[src/pfs_pkg.sv]
// Constants, register map and types of the port C pin function select block.
// Assumes one system clock and a plain strobe register port with 8-bit data.
//
// Summary of operation
// (RQ1) Pin zero is a two-way port bit; pins one to five are input only.
// (RQ2) Reset pin mode bit five at 1 makes the reset pin a port bit.
// (RQ3) After reset release the reset pin is the reset input, so a low pin holds reset.
// (RQ4) As reset input the pin asserts reset while low and releases it while high.
// (RQ5) The alternate switch routes timer input and interrupt zero to pin one or five.
// (RQ6) The alternate switch can put the serial unit data output on pin zero.
// (RQ7) Each port bit takes its direction from its own direction register bit.
// (RQ8) Pull-ups exist only for pin zero and the reset pin.
// (RQ9) Port or alternate mode is chosen for each pin on its own; only the pin zero mode bit takes effect, bits one to five are stored only.
// (RQ10) Interrupt zero detects rising, falling or both edges, as software selects.
// (RQ11) The routed timer input feeds the timer count clock and its capture trigger.
// (RQ12) In tool use pin one carries the tool clock and pin two the tool data.
// (RQ13) The port driver never overrides an alternate function; pin levels reach all users.
package pfs_pkg;

    // ------------------------------------------------------------
    // Widths
    // ------------------------------------------------------------
    localparam int PFS_AW      = 4;
    localparam int PFS_DW      = 8;
    localparam int PFS_NPIN    = 6;
    localparam int PFS_EDGE_CH = 2;
    localparam int PFS_NIRQ    = 2;

    // ------------------------------------------------------------
    // Register offsets
    // ------------------------------------------------------------
    localparam logic [PFS_AW-1:0] ADDR_PORT_DATA = 4'h0;
    localparam logic [PFS_AW-1:0] ADDR_PORT_DIR  = 4'h1;
    localparam logic [PFS_AW-1:0] ADDR_PULLUP    = 4'h2;
    localparam logic [PFS_AW-1:0] ADDR_PIN_MODE  = 4'h3;
    localparam logic [PFS_AW-1:0] ADDR_RST_MODE  = 4'h4;
    localparam logic [PFS_AW-1:0] ADDR_ALT_SW    = 4'h5;
    localparam logic [PFS_AW-1:0] ADDR_EDGE_SEL  = 4'h6;
    localparam logic [PFS_AW-1:0] ADDR_IRQ_STAT  = 4'h7;
    localparam logic [PFS_AW-1:0] ADDR_IRQ_CLR   = 4'h8;
    localparam logic [PFS_AW-1:0] ADDR_IRQ_EN    = 4'h9;

    // ------------------------------------------------------------
    // Field positions
    // ------------------------------------------------------------
    localparam int PIN_ZERO          = 0;
    localparam int PIN_ONE           = 1;
    localparam int PIN_TWO           = 2;
    localparam int PIN_THREE         = 3;
    localparam int PIN_FOUR          = 4;
    localparam int PIN_FIVE          = 5;
    localparam int BIT_RST_AS_PORT   = 5;
    localparam int ALT_TMR_IRQ_P1    = 0;
    localparam int ALT_TMR_IRQ_P5    = 1;
    localparam int ALT_CSI_P0        = 2;
    localparam int IRQ_EXT_ZERO      = 0;
    localparam int IRQ_TIMER_IN      = 1;
    localparam int EDGE_SEL_W        = 2;

    // ------------------------------------------------------------
    // Reset values
    // ------------------------------------------------------------
    localparam logic [PFS_DW-1:0]   RST_DATA      = 8'h00;
    localparam logic [PFS_NPIN-1:0] RST_PIN_MODE  = 6'h00;
    localparam logic [PFS_NPIN-1:0] DIR_INPUT_ALL = 6'h3F;
    localparam logic [2:0]          RST_ALT_SW    = 3'h0;
    localparam logic [3:0]          RST_EDGE_SEL  = 4'h0;
    localparam logic [PFS_NIRQ-1:0] RST_IRQ       = 2'h0;

    // ------------------------------------------------------------
    // Types
    // ------------------------------------------------------------
    typedef enum logic [1:0]
    {
        PFS_EDGE_NONE = 2'h0,
        PFS_EDGE_RISE = 2'h1,
        PFS_EDGE_FALL = 2'h2,
        PFS_EDGE_BOTH = 2'h3
    } pfs_edge_t;

endpackage : pfs_pkg

[src/pfs_edge_if.sv]
// Interface between the pin select top and its edge detector.
// Assumes both ends run on clk_sys.
interface pfs_edge_if;
    import pfs_pkg::*;

    logic [PFS_EDGE_CH-1:0]            lvl;
    logic [PFS_EDGE_CH*EDGE_SEL_W-1:0] sel;
    logic [PFS_EDGE_CH-1:0]            hit;

    modport det (input lvl, input sel, output hit);
    modport top (output lvl, output sel, input hit);

endinterface : pfs_edge_if

[src/pfs_edge_detect.sv]
// Per-channel valid edge detector with selectable rising, falling or both.
// Assumes levels already synchronous to clk_sys.
module pfs_edge_detect
    import pfs_pkg::*;
(
    input  wire logic clk_sys,
    input  wire logic reset_n,
    pfs_edge_if.det   edge_bus
);

    logic [PFS_EDGE_CH-1:0] prev_reg;
    logic [PFS_EDGE_CH-1:0] prev_next;
    logic [PFS_EDGE_CH-1:0] hit_reg;
    logic [PFS_EDGE_CH-1:0] hit_next;
    logic                   armed_reg;
    logic                   armed_next;

    // ------------------------------------------------------------
    // Edge decision
    // ------------------------------------------------------------
    // Armed one cycle after reset release: no false edge at release
    for (genvar g = 0; g < PFS_EDGE_CH; g++)
    begin : gCh
        pfs_edge_t chSel;
        logic      rise;
        logic      fall;
        assign chSel = pfs_edge_t'(edge_bus.sel[g*EDGE_SEL_W +: EDGE_SEL_W]);
        assign rise  = edge_bus.lvl[g] & ~prev_reg[g];
        assign fall  = ~edge_bus.lvl[g] & prev_reg[g];
        assign hit_next[g] = armed_reg &
                             (((chSel == PFS_EDGE_RISE) & rise) |
                              ((chSel == PFS_EDGE_FALL) & fall) |
                              ((chSel == PFS_EDGE_BOTH) & (rise | fall))); // see (RQ10)
    end

    always_comb
    begin
        prev_next  = edge_bus.lvl;
        armed_next = 1'b1;
    end

    always_ff @(posedge clk_sys or negedge reset_n)
    begin
        if (!reset_n)
        begin
            prev_reg  <= '0;
            hit_reg   <= '0;
            armed_reg <= 1'b0;
        end
        else
        begin
            prev_reg  <= prev_next;
            hit_reg   <= hit_next;
            armed_reg <= armed_next;
        end
    end

    assign edge_bus.hit = hit_reg;

endmodule : pfs_edge_detect

[src/pfs_port12_mux.sv]
// Pin function select for the six-bit port C: port bits, alternate routing,
// reset pin mode, pull-up choice and edge interrupts of the routed inputs.
// Assumes pin levels synchronous to clk_sys and a plain strobe register port.
//
// The placing of the registers and the address-and-strobe port were decided locally.
module pfs_port12_mux
    import pfs_pkg::*;
(
    input  wire logic                clk_sys,
    input  wire logic                reset_n,
    input  wire logic [PFS_AW-1:0]   regAddr,
    input  wire logic [PFS_DW-1:0]   regWrData,
    input  wire logic                regWrStb,
    input  wire logic                regRdStb,
    output logic      [PFS_DW-1:0]   regRdData,
    input  wire logic [PFS_NPIN-1:0] pinIn,
    output logic                     pin0Out,
    output logic                     pin0Oe,
    output logic                     pin2Out,
    output logic                     pin2Oe,
    output logic                     pin0PullUp,
    output logic                     pin5PullUp,
    input  wire logic                progDebugMode,
    input  wire logic                progDebugDataOut,
    input  wire logic                progDebugDataOe,
    input  wire logic                csiSerialDataOut,
    output logic                     extIrqZeroIn,
    output logic                     extLowvoltDetectIn,
    output logic                     timerExtCountIn,
    output logic                     mainOscIn,
    output logic                     mainExtClkIn,
    output logic                     subOscIn,
    output logic                     subExtClkIn,
    output logic                     progDebugClkIn,
    output logic                     progDebugDataIn,
    output logic                     extResetInN,
    output logic                     irqOut
);

    // ------------------------------------------------------------
    // Declarations
    // ------------------------------------------------------------
    logic                  portLatch_reg;
    logic                  portLatch_next;
    logic                  portDirC_reg;
    logic                  portDirC_next;
    logic                  pullupP0_reg;
    logic                  pullupP0_next;
    logic                  pullupP5_reg;
    logic                  pullupP5_next;
    logic [PFS_NPIN-1:0]   pinMode_reg;
    logic [PFS_NPIN-1:0]   pinMode_next;
    logic                  resetPinAsPortBit_reg;
    logic                  resetPinAsPortBit_next;
    logic [2:0]            altSwitchCtrl_reg;
    logic [2:0]            altSwitchCtrl_next;
    logic [3:0]            edgeSel_reg;
    logic [3:0]            edgeSel_next;
    logic [PFS_NIRQ-1:0]   irqStat_reg;
    logic [PFS_NIRQ-1:0]   irqStat_next;
    logic [PFS_NIRQ-1:0]   irqEn_reg;
    logic [PFS_NIRQ-1:0]   irqEn_next;
    logic [PFS_DW-1:0]     rdData_reg;
    logic [PFS_DW-1:0]     rdData_next;

    logic                  pin0Out_reg;
    logic                  pin0Out_next;
    logic                  pin0Oe_reg;
    logic                  pin0Oe_next;
    logic                  pin2Out_reg;
    logic                  pin2Out_next;
    logic                  pin2Oe_reg;
    logic                  pin2Oe_next;
    logic                  pin0PullUp_reg;
    logic                  pin0PullUp_next;
    logic                  pin5PullUp_reg;
    logic                  pin5PullUp_next;
    logic [PFS_NPIN-1:0]   pinLevel_reg;
    logic [PFS_NPIN-1:0]   pinLevel_next;
    logic                  irqZeroSrc_reg;
    logic                  irqZeroSrc_next;
    logic                  timerSrc_reg;
    logic                  timerSrc_next;
    logic                  resetIn_reg;
    logic                  resetIn_next;
    logic                  irqOut_reg;
    logic                  irqOut_next;

    logic [PFS_DW-1:0]     portDirView;
    logic [PFS_DW-1:0]     pullupView;
    logic [PFS_DW-1:0]     portDataView;
    logic                  wrHit;
    logic [PFS_NIRQ-1:0]   irqClr;
    logic                  p1Routed;
    logic                  p5Routed;

    pfs_edge_if edgeBus ();

    // ------------------------------------------------------------
    // Register views
    // ------------------------------------------------------------
    // Input-only pins read as input
    always_comb
    begin
        portDirView  = {2'h0, DIR_INPUT_ALL[PFS_NPIN-1:1], portDirC_reg}; // see (RQ1)
        pullupView   = RST_DATA;
        pullupView[PIN_ZERO] = pullupP0_reg; // see (RQ8)
        pullupView[PIN_FIVE] = pullupP5_reg; // see (RQ8)
        portDataView = {2'h0, pinIn};
        if (!portDirC_reg)
        begin
            portDataView[PIN_ZERO] = portLatch_reg;
        end
    end

    // ------------------------------------------------------------
    // Configuration registers
    // ------------------------------------------------------------
    always_comb
    begin
        wrHit                  = regWrStb;
        portLatch_next         = portLatch_reg;
        portDirC_next          = portDirC_reg;
        pullupP0_next          = pullupP0_reg;
        pullupP5_next          = pullupP5_reg;
        pinMode_next           = pinMode_reg;
        resetPinAsPortBit_next = resetPinAsPortBit_reg;
        altSwitchCtrl_next     = altSwitchCtrl_reg;
        edgeSel_next           = edgeSel_reg;
        irqEn_next             = irqEn_reg;
        irqClr                 = RST_IRQ;
        if (wrHit && regAddr == ADDR_PORT_DATA)
        begin
            portLatch_next = regWrData[PIN_ZERO];
        end
        else if (wrHit && regAddr == ADDR_PORT_DIR)
        begin
            portDirC_next = regWrData[PIN_ZERO]; // see (RQ7)
        end
        else if (wrHit && regAddr == ADDR_PULLUP)
        begin
            pullupP0_next = regWrData[PIN_ZERO]; // see (RQ8)
            pullupP5_next = regWrData[PIN_FIVE];
        end
        else if (wrHit && regAddr == ADDR_PIN_MODE)
        begin
            pinMode_next = regWrData[PFS_NPIN-1:0];                    // see (RQ9)
        end
        else if (wrHit && regAddr == ADDR_RST_MODE)
        begin
            resetPinAsPortBit_next = regWrData[BIT_RST_AS_PORT];       // see (RQ2)
        end
        else if (wrHit && regAddr == ADDR_ALT_SW)
        begin
            altSwitchCtrl_next = regWrData[2:0];
        end
        else if (wrHit && regAddr == ADDR_EDGE_SEL)
        begin
            edgeSel_next = regWrData[3:0]; // see (RQ10)
        end
        else if (wrHit && regAddr == ADDR_IRQ_CLR)
        begin
            irqClr = regWrData[PFS_NIRQ-1:0];
        end
        else if (wrHit && regAddr == ADDR_IRQ_EN)
        begin
            irqEn_next = regWrData[PFS_NIRQ-1:0];
        end
        // A new edge in the clearing cycle survives
        irqStat_next = edgeBus.hit | (irqStat_reg & ~irqClr);
    end

    // Reset pin starts as the reset input
    always_ff @(posedge clk_sys or negedge reset_n)
    begin
        if (!reset_n)
        begin
            portLatch_reg         <= 1'b0;
            portDirC_reg          <= DIR_INPUT_ALL[PIN_ZERO];
            pullupP0_reg          <= 1'b0;
            pullupP5_reg          <= 1'b0;
            pinMode_reg           <= RST_PIN_MODE;
            resetPinAsPortBit_reg <= 1'b0; // see (RQ3)
            altSwitchCtrl_reg     <= RST_ALT_SW;
            edgeSel_reg           <= RST_EDGE_SEL;
            irqStat_reg           <= RST_IRQ;
            irqEn_reg             <= RST_IRQ;
        end
        else
        begin
            portLatch_reg         <= portLatch_next;
            portDirC_reg          <= portDirC_next;
            pullupP0_reg          <= pullupP0_next;
            pullupP5_reg          <= pullupP5_next;
            pinMode_reg           <= pinMode_next;
            resetPinAsPortBit_reg <= resetPinAsPortBit_next;
            altSwitchCtrl_reg     <= altSwitchCtrl_next;
            edgeSel_reg           <= edgeSel_next;
            irqStat_reg           <= irqStat_next;
            irqEn_reg             <= irqEn_next;
        end
    end

    // ------------------------------------------------------------
    // Read port
    // ------------------------------------------------------------
    always_comb
    begin
        rdData_next = RST_DATA;
        if (regRdStb && regAddr == ADDR_PORT_DATA)
        begin
            rdData_next = portDataView;
        end
        else if (regRdStb && regAddr == ADDR_PORT_DIR)
        begin
            rdData_next = portDirView;
        end
        else if (regRdStb && regAddr == ADDR_PULLUP)
        begin
            rdData_next = pullupView;
        end
        else if (regRdStb && regAddr == ADDR_PIN_MODE)
        begin
            rdData_next = {2'h0, pinMode_reg};
        end
        else if (regRdStb && regAddr == ADDR_RST_MODE)
        begin
            rdData_next[BIT_RST_AS_PORT] = resetPinAsPortBit_reg;
        end
        else if (regRdStb && regAddr == ADDR_ALT_SW)
        begin
            rdData_next = {5'h00, altSwitchCtrl_reg};
        end
        else if (regRdStb && regAddr == ADDR_EDGE_SEL)
        begin
            rdData_next = {4'h0, edgeSel_reg};
        end
        else if (regRdStb && regAddr == ADDR_IRQ_STAT)
        begin
            rdData_next = {6'h00, irqStat_reg};
        end
        else if (regRdStb && regAddr == ADDR_IRQ_EN)
        begin
            rdData_next = {6'h00, irqEn_reg};
        end
    end

    always_ff @(posedge clk_sys or negedge reset_n)
    begin
        if (!reset_n)
        begin
            rdData_reg <= RST_DATA;
        end
        else
        begin
            rdData_reg <= rdData_next;
        end
    end

    // ------------------------------------------------------------
    // Pin drive and function routing
    // ------------------------------------------------------------
    // Pin five routes only as a port bit
    always_comb
    begin
        p5Routed = altSwitchCtrl_reg[ALT_TMR_IRQ_P5] & resetPinAsPortBit_reg;
        p1Routed = altSwitchCtrl_reg[ALT_TMR_IRQ_P1];
        pinLevel_next = pinIn; // see (RQ13)
        pin0Out_next  = 1'b0;
        pin0Oe_next   = 1'b0;
        if (pinMode_reg[PIN_ZERO])
        begin
            if (altSwitchCtrl_reg[ALT_CSI_P0])
            begin
                pin0Out_next = csiSerialDataOut; // see (RQ6)
                pin0Oe_next  = 1'b1;
            end
        end
        else if (!portDirC_reg)
        begin
            pin0Out_next = portLatch_reg; // see (RQ1)
            pin0Oe_next  = 1'b1; // see (RQ7)
        end
        // Debugger owns tool data direction
        pin2Out_next = progDebugDataOut; // see (RQ12)
        pin2Oe_next  = progDebugMode & progDebugDataOe;                // see (RQ12)
        pin0PullUp_next = pullupP0_reg & ~pin0Oe_next;                 // see (RQ8)
        pin5PullUp_next = pullupP5_reg; // see (RQ8)
        if (p5Routed)
        begin
            irqZeroSrc_next = pinIn[PIN_FIVE]; // see (RQ5)
            timerSrc_next   = pinIn[PIN_FIVE];
        end
        else if (p1Routed)
        begin
            irqZeroSrc_next = pinIn[PIN_ONE]; // see (RQ5)
            timerSrc_next   = pinIn[PIN_ONE];
        end
        else
        begin
            irqZeroSrc_next = pinIn[PIN_ZERO];
            timerSrc_next   = 1'b0;
        end
        // A port-mode reset pin never resets
        resetIn_next = resetPinAsPortBit_reg | pinIn[PIN_FIVE];        // see (RQ4)
        irqOut_next  = |(irqStat_next & irqEn_next);
    end

    // Reset request starts asserted
    always_ff @(posedge clk_sys or negedge reset_n)
    begin
        if (!reset_n)
        begin
            pin0Out_reg    <= 1'b0;
            pin0Oe_reg     <= 1'b0;
            pin2Out_reg    <= 1'b0;
            pin2Oe_reg     <= 1'b0;
            pin0PullUp_reg <= 1'b0;
            pin5PullUp_reg <= 1'b0;
            pinLevel_reg   <= RST_PIN_MODE;
            irqZeroSrc_reg <= 1'b0;
            timerSrc_reg   <= 1'b0;
            resetIn_reg    <= 1'b0; // see (RQ3)
            irqOut_reg     <= 1'b0;
        end
        else
        begin
            pin0Out_reg    <= pin0Out_next;
            pin0Oe_reg     <= pin0Oe_next;
            pin2Out_reg    <= pin2Out_next;
            pin2Oe_reg     <= pin2Oe_next;
            pin0PullUp_reg <= pin0PullUp_next;
            pin5PullUp_reg <= pin5PullUp_next;
            pinLevel_reg   <= pinLevel_next;
            irqZeroSrc_reg <= irqZeroSrc_next;
            timerSrc_reg   <= timerSrc_next;
            resetIn_reg    <= resetIn_next;
            irqOut_reg     <= irqOut_next;
        end
    end

    // ------------------------------------------------------------
    // Edge interrupts
    // ------------------------------------------------------------
    assign edgeBus.lvl[IRQ_EXT_ZERO] = irqZeroSrc_reg;
    assign edgeBus.lvl[IRQ_TIMER_IN] = timerSrc_reg;
    assign edgeBus.sel               = edgeSel_reg;

    pfs_edge_detect uEdge
    (
        .clk_sys  (clk_sys),
        .reset_n  (reset_n),
        .edge_bus (edgeBus)
    );

    // ------------------------------------------------------------
    // Outputs
    // ------------------------------------------------------------
    assign regRdData          = rdData_reg;
    assign pin0Out            = pin0Out_reg;
    assign pin0Oe             = pin0Oe_reg;
    assign pin2Out            = pin2Out_reg;
    assign pin2Oe             = pin2Oe_reg;
    assign pin0PullUp         = pin0PullUp_reg;
    assign pin5PullUp         = pin5PullUp_reg;
    assign extIrqZeroIn       = irqZeroSrc_reg;
    assign extLowvoltDetectIn = pinLevel_reg[PIN_ZERO];
    // One level is count clock and capture trigger
    assign timerExtCountIn    = timerSrc_reg; // see (RQ11)
    assign mainOscIn          = pinLevel_reg[PIN_ONE];
    assign mainExtClkIn       = pinLevel_reg[PIN_TWO];
    assign subOscIn           = pinLevel_reg[PIN_THREE];
    assign subExtClkIn        = pinLevel_reg[PIN_FOUR];
    assign progDebugClkIn     = pinLevel_reg[PIN_ONE];                 // see (RQ12)
    assign progDebugDataIn    = pinLevel_reg[PIN_TWO];                 // see (RQ12)
    assign extResetInN        = resetIn_reg;
    assign irqOut             = irqOut_reg;

endmodule : pfs_port12_mux

[config.mk]
export PLATFORM = sky130hd
export DESIGN_NAME = pfs_port12_mux
export DESIGN_NICKNAME = d
export VERILOG_FILES = /design/src/pfs_pkg.sv /design/src/pfs_edge_if.sv /design/src/pfs_edge_detect.sv /design/src/pfs_port12_mux.sv
export SDC_FILE = /design/constraint.sdc
export NUM_CORES = 1
export LEC_CHECK = 0
export ABC_AREA = 1
export BUFFER_PORTS_ARGS = -buffer_cell sky130_fd_sc_hd__buf_2
export CAP_MARGIN = 20
export CORE_UTILIZATION = 39
export DETAILED_ROUTE_END_ITERATION = 16
export MAX_ROUTING_LAYER = met4
export PLACE_DENSITY_LB_ADDON = 0.08
export SLEW_MARGIN = 25
export SYNTH_ARGS = -nofsm -noshare
export SYNTH_HDL_FRONTEND = slang
export SYNTH_SLANG_ARGS = --single-unit
[constraint.sdc]
create_clock -name clk_sys -period 1.5 [get_ports clk_sys]
set_input_delay 0 -clock clk_sys [delete_from_list [all_inputs] [get_ports clk_sys]]
set_output_delay 0 -clock clk_sys [all_outputs]
set_load 0.03 [all_outputs]
**Word-level counts from Yosys, hierarchy flattened**

Cells that the tools add are included.

- Bits in registers: 50
- Bits of input ports: 26
- Logic and storage cells: 142

- Equality and inequality tests: 15
- Mux-type cells: 39
- Bitwise operators: 37
- Reductions and logical operators: 26

Operators with widths:

| kind | number |
|---|---|
| $mux W8 | 7 |
| $mux W2 | 19 |
| $logic_and A1 B1 Y1 | 18 |
| $eq A4 B3 Y1 const B | 4 |
| $and A1 B1 Y1 | 15 |
| $mux W1 | 12 |
| $not A1 Y1 | 11 |
| $eq A2 B2 Y1 const B | 4 |
| $eq A4 B2 Y1 const B | 2 |
| $eq A4 B4 Y1 const B | 2 |
| $or A1 B1 Y1 | 7 |
| $reduce_and A7 Y1 | 1 |
| $reduce_and A6 Y1 | 1 |
| $mux W5 | 1 |
| $reduce_and A5 Y1 | 1 |
| $and A2 B2 Y2 | 2 |
| $eq A2 B1 Y1 const B | 2 |
| $eq A4 B1 Y1 const B | 1 |
| $logic_not A4 Y1 | 1 |
| $reduce_and A4 Y1 | 1 |
| $reduce_and A3 Y1 | 1 |
| $not A2 Y2 | 1 |
| $or A2 B2 Y2 | 1 |
| $reduce_and A2 Y1 | 1 |
| $reduce_or A2 Y1 | 1 |

**Logic depth before layout (Yosys ltp)**

- Word-level depth: 15
- Depth in mapped cells: 9
- Depth with buffers taken out: 9

**Modules after synthesis**

A second synthesis with hierarchy kept.

- Cell total of the unflattened synthesis: 235
- Area total of the unflattened synthesis: 2085.8 um^2

By module, submodules not included:

| module | instances | cells an instance | area an instance (um^2) |
|---|---|---|---|
| pfs_port12_mux | 1 | 203 | 1821.7 |
| pfs_edge_detect | 1 | 32 | 264.0 |

**Least setup slack after synthesis**

OpenSTA, ideal clock, no wires.

- Kind: register -> register
- Start point: register timerSrc_reg, in the netlist timerExtCountIn
- End point: register uEdge.hit_reg[1], in the netlist uEdge.edge_bus.hit[1]
- Setup time: 0.099 ns
- Arrival: 1.113 ns
- Setup slack: 0.288 ns
- Cell stages (with the launch flop): 4
- Period minus slack after synthesis: 1.212 ns
- Path through: dfrtp_1 inv_1 ha_1 a311oi_1

- Longest elaborated chain between the ends: 6

RTL lines:

| element | line | source |
|---|---|---|
| start, declared | pfs_port12_mux.sv:82 | `logic timerSrc_reg;` |
| start signal, assigned | pfs_port12_mux.sv:336 | `timerSrc_reg <= timerSrc_next;` |
| $not A1 Y1 | pfs_edge_detect.sv:29 | `assign fall = ~edge_bus.lvl[g] & prev_reg[g];` |
| $and A1 B1 Y1 | pfs_edge_detect.sv:29 |  |
| $and A1 B1 Y1 / $or A1 B1 Y1 (equally long branches) | pfs_edge_detect.sv:32, pfs_edge_detect.sv:33 |  |
| $or A1 B1 Y1 / $and A1 B1 Y1 (equally long branches) | pfs_edge_detect.sv:31, pfs_edge_detect.sv:33 |  |
| $or A1 B1 Y1 * | pfs_edge_detect.sv:32 | `((chSel == PFS_EDGE_FALL) & fall) \|` |
| $and A1 B1 Y1 * | pfs_edge_detect.sv:30 | `assign hit_next[g] = armed_reg &` |
| named net uEdge.hit_next[1] | pfs_edge_detect.sv:14 | `logic [PFS_EDGE_CH-1:0] hit_next;` |
| end signal, assigned | pfs_edge_detect.sv:53 | `hit_reg <= hit_next;` |
| end, declared | pfs_edge_detect.sv:13 | `logic [PFS_EDGE_CH-1:0] hit_reg;` |

The timed path passes the listed nets; every way through them passes the cells marked *.
A chain may end at the register's enable or synchronous reset.

**Worst setup path in the final report**

- Start point: register irqZeroSrc_reg, in the netlist extIrqZeroIn
- End point: register uEdge.hit_reg[0], in the netlist uEdge.edge_bus.hit[0]

- Longest elaborated chain between the ends: 6

RTL lines:

| element | line | source |
|---|---|---|
| start, declared | pfs_port12_mux.sv:80 | `logic irqZeroSrc_reg;` |
| start signal, assigned | pfs_port12_mux.sv:335 | `irqZeroSrc_reg <= irqZeroSrc_next;` |
| $not A1 Y1 | pfs_edge_detect.sv:29 |  |
| $and A1 B1 Y1 | pfs_edge_detect.sv:29 |  |
| $and A1 B1 Y1 / $or A1 B1 Y1 (equally long branches) | pfs_edge_detect.sv:32, pfs_edge_detect.sv:33 |  |
| $or A1 B1 Y1 / $and A1 B1 Y1 (equally long branches) | pfs_edge_detect.sv:31, pfs_edge_detect.sv:33 |  |
| $or A1 B1 Y1 * | pfs_edge_detect.sv:32 |  |
| $and A1 B1 Y1 * | pfs_edge_detect.sv:30 |  |
| named net uEdge.hit_next[0] | pfs_edge_detect.sv:14 |  |

Marked as above.

==> flow_summary.toml <==
[placed_design]
gp_congestion = 0.815
dp_cells = 325
post_dp_cell_area_sq_um = 2350
hpwl_um = 3150
port_buffers = 46

[finish]
fin_cells = 346
utilization_pct = 53.6
num-nets-final = 309
num_antenna_cells = 0
final_cell_area_sq_um = 2620
drive_above_1_share_pct = 25.4
n_fill_cell = 449
area_delta_synth_final_pct = 28.3

[critical_path]
rrSetupSlack_ns = 0.38
crit_arrival_ns = 1.31
worstSetupEndpointType = "flip-flop"
start_kind = "flip-flop"
critical_path_peak_fanout = 4
critPathKind = "reg2reg"
crit_chain = "inv_1 -> ha_1 -> a311oi_1"
critical_path.top_delay_family = "flip-flops"
slowest_delay_ns = 0.40
worst-path-buf-inv = 1
worstPathRequired_ns = 1.69
crit_slowest_cell = "dfrtp_1"

[floorplanning]
die_area_sq_um = 5520
ios = 51
rows = 25
start_util_pct = 41.8
dieHeight_um = 74.3
fp.dieW_um = 74.3
coreArea_sq_um = 4880

[global_routing]
antenna_found_initial = 0
grt.overflow.total = 0
grt_pass1_wl_um = 7350
track_usage_pct = 18.3
grt_max_degree = 49
grt_pass1_vias = 1603

[sta]
rsz0062_at_grt = "false"
fmax_mhz = 891
fin_setup_tns_ns = 0
drv_slew = 0
finalCritPeriodShare_pct = 74.8
finalHoldViolCount = 0
skew_ns = 0.00784
setup_viol = 0
fin_crit_ns = 1.12

[clock_network]
htree_levels = 2
cts_root_buffer = "clkbuf_8"
path_clk_slew_ns = 0.09
tritoncts = "yes"
clk_path_buf_depth = 2
cts_buffers = 5
cts.sinks = 48
clock_latency_ns = 0.29
postCtsSetupBuffers = 0

[power_and_ir_drop]
p_int_uw = 2390
leakagePower_uw = 0.00131
comb_power_share_pct = 18.6
net-switching-power_uw = 947
power_density_nw_per_um2 = 1280
swShare_pct = 28.4
pwr-share-seq_pct = 49.6
pwr-share-clk_pct = 31.8
max-vdd-ir-drop_mv = 0.687

[routing]
remaining_drc_errors = 0
drt_first_pass_iters = 4
wl_per_cell_um = 12.6
drt_wl_total_um = 4370
ant_nets = 0
via_count = 1630
via_per_inst = 4.71
drt_iter0_markers = 103

[logic_synthesis]
syn_area_sq_um = 2040
ys_ff_latch = 48
yosysUniqueCellTypes = 28
avgSynthCellArea_sq_um = 9.49
ys_warn_count = 0
seq_area_frac_synth_pct = 59.0
syn_inst = 215

[job]
drv_cap = 0

[min_path]
holdCritPathClass = "in2reg"

[outcome]
status = "complete, no violations"
==> final timing paths <==
path,startpoint,to,cells past startpoint
max in group asynchronous,reset_n,portDirC_reg,3
min in group asynchronous,reset_n,regRdData[4],3
hold / removal,regWrData[5],resetPinAsPortBit_reg,3
setup / recovery,extIrqZeroIn,uEdge.edge_bus.hit[0],3
setup reg to reg,extIrqZeroIn,uEdge.edge_bus.hit[0],3
hold reg to reg,pin5PullUp_next,pin5PullUp,0
==> through the flow <==
stage               hold slack (ns)  total power [uW]  setup slack [ns]
finish                       0.0282              3340             0.378
global route                 0.0358              3530             0.296
floorplan                    -0.296              2050             0.288
global placement            0.00660              2270             0.362
CTS                          0.0223              3370             0.367
detailed placement          0.00433              2280             0.347
==> layout by cell type, fill, tap and decap left out, drive strengths merged, types with 5 or more instances in the layout <==
master,netlist,routed
buf,4,48
dfrtp,47,47
nand2,44,44
inv,26,26
o21ai,24,24
nor2,20,20
dlygate4sd3,0,14
a21oi,13,13
nand3,13,13
clkbuf,2,5
==> cells by family (layout without fill, tap and decap cells) <==
| kind of cell | count (synthesis) | count (layout) | share of synthesized area [%] |
|---|---|---|---|
| AO/OA/AOI/OAI | 44 | 44 | 12.0 |
| adder cells (fa/ha/maj) | 4 | 4 | 2.45 |
| buffers and inverters | 32 | 95 | 6.63 |
| flip-flops | 48 | 48 | 59.0 |
| multiplexers | 1 | 1 | 0.552 |
| other | 2 | 3 | 0.368 |
| AND/OR/NAND/NOR | 84 | 84 | 19.0 |
==> worst reg2reg max path: stages, from the launching register on <==
cell      delay [ns]
dfrtp_1         0.40
inv_1           0.06
ha_1            0.28
a311oi_1        0.27
==> layout make-up <==
cell class | count | area [sq um] | area share (%)
clock buffer | 5 | 68.8 | 2.63
clock inverter | 2 | 60.1 | 2.30
inverter | 26 | 97.6 | 3.73
multi-input combinational | 136 | 706 | 27.0
sequential | 48 | 1200 | 46.0
tap | 67 | 83.8 | 3.20
timing repair buffer | 62 | 398 | 15.2
==> power groups by stage <==
stage | clock network (uW) | registers (uW) | logic [uW]
after global routing | 1140 | 1690 | 704
after detailed placement | 0 | 1680 | 597
after global placement | 0 | 1680 | 591
final | 1060 | 1660 | 620
after floorplan | 0 | 1780 | 266
after CTS | 1090 | 1660 | 629
==> per-layer routing <==
layer	up-vias	track usage, %	share of wire (%)	wire (um)
li1	826	-	-	-
met1	746	25.5	50	2190
met2	53	27.6	44	1920
met3	5	3.66	5.0	217
met4	0	4.40	1.1	46
met5	-	-	0	0
==> Yosys cell counts <==
| cell type | instances | area, sq um |
|---|---|---|
| dfrtp_1 | 47 | 1180 |
| nand2_1 | 42 | 158 |
| inv_1 | 24 | 90.1 |
| o21ai_0 | 20 | 100 |
| a21oi_1 | 13 | 65.1 |
| nor2_1 | 13 | 48.8 |
| nand3_1 | 12 | 60.1 |
| nor2_2 | 6 | 37.5 |
| buf_4 | 4 | 30.0 |
| ha_1 | 4 | 50.1 |
| nand4_1 | 4 | 25.0 |
| o21ai_1 | 4 | 20.0 |
| a22oi_1 | 2 | 15.0 |
| a311oi_1 | 2 | 17.5 |
| clkbuf_1 | 2 | 7.51 |
| conb_1 | 2 | 7.51 |
| inv_2 | 2 | 7.51 |
| nand2_2 | 2 | 12.5 |
| a221o_1 | 1 | 10.0 |
| a22o_1 | 1 | 8.76 |
| a41oi_1 | 1 | 8.76 |
| dfstp_2 | 1 | 26.3 |
| mux2_2 | 1 | 11.3 |
| nand3_2 | 1 | 10.0 |
| nor2_4 | 1 | 11.3 |
| nor4_2 | 1 | 12.5 |
| or2_0 | 1 | 6.26 |
| or2_2 | 1 | 6.26 |
==> timing repair <==
item	CTS	global route
endpoints found under the hold margin	66	0
hold buffers	14	0
resized for setup	0	0
(Power assumes the default switching activity.)
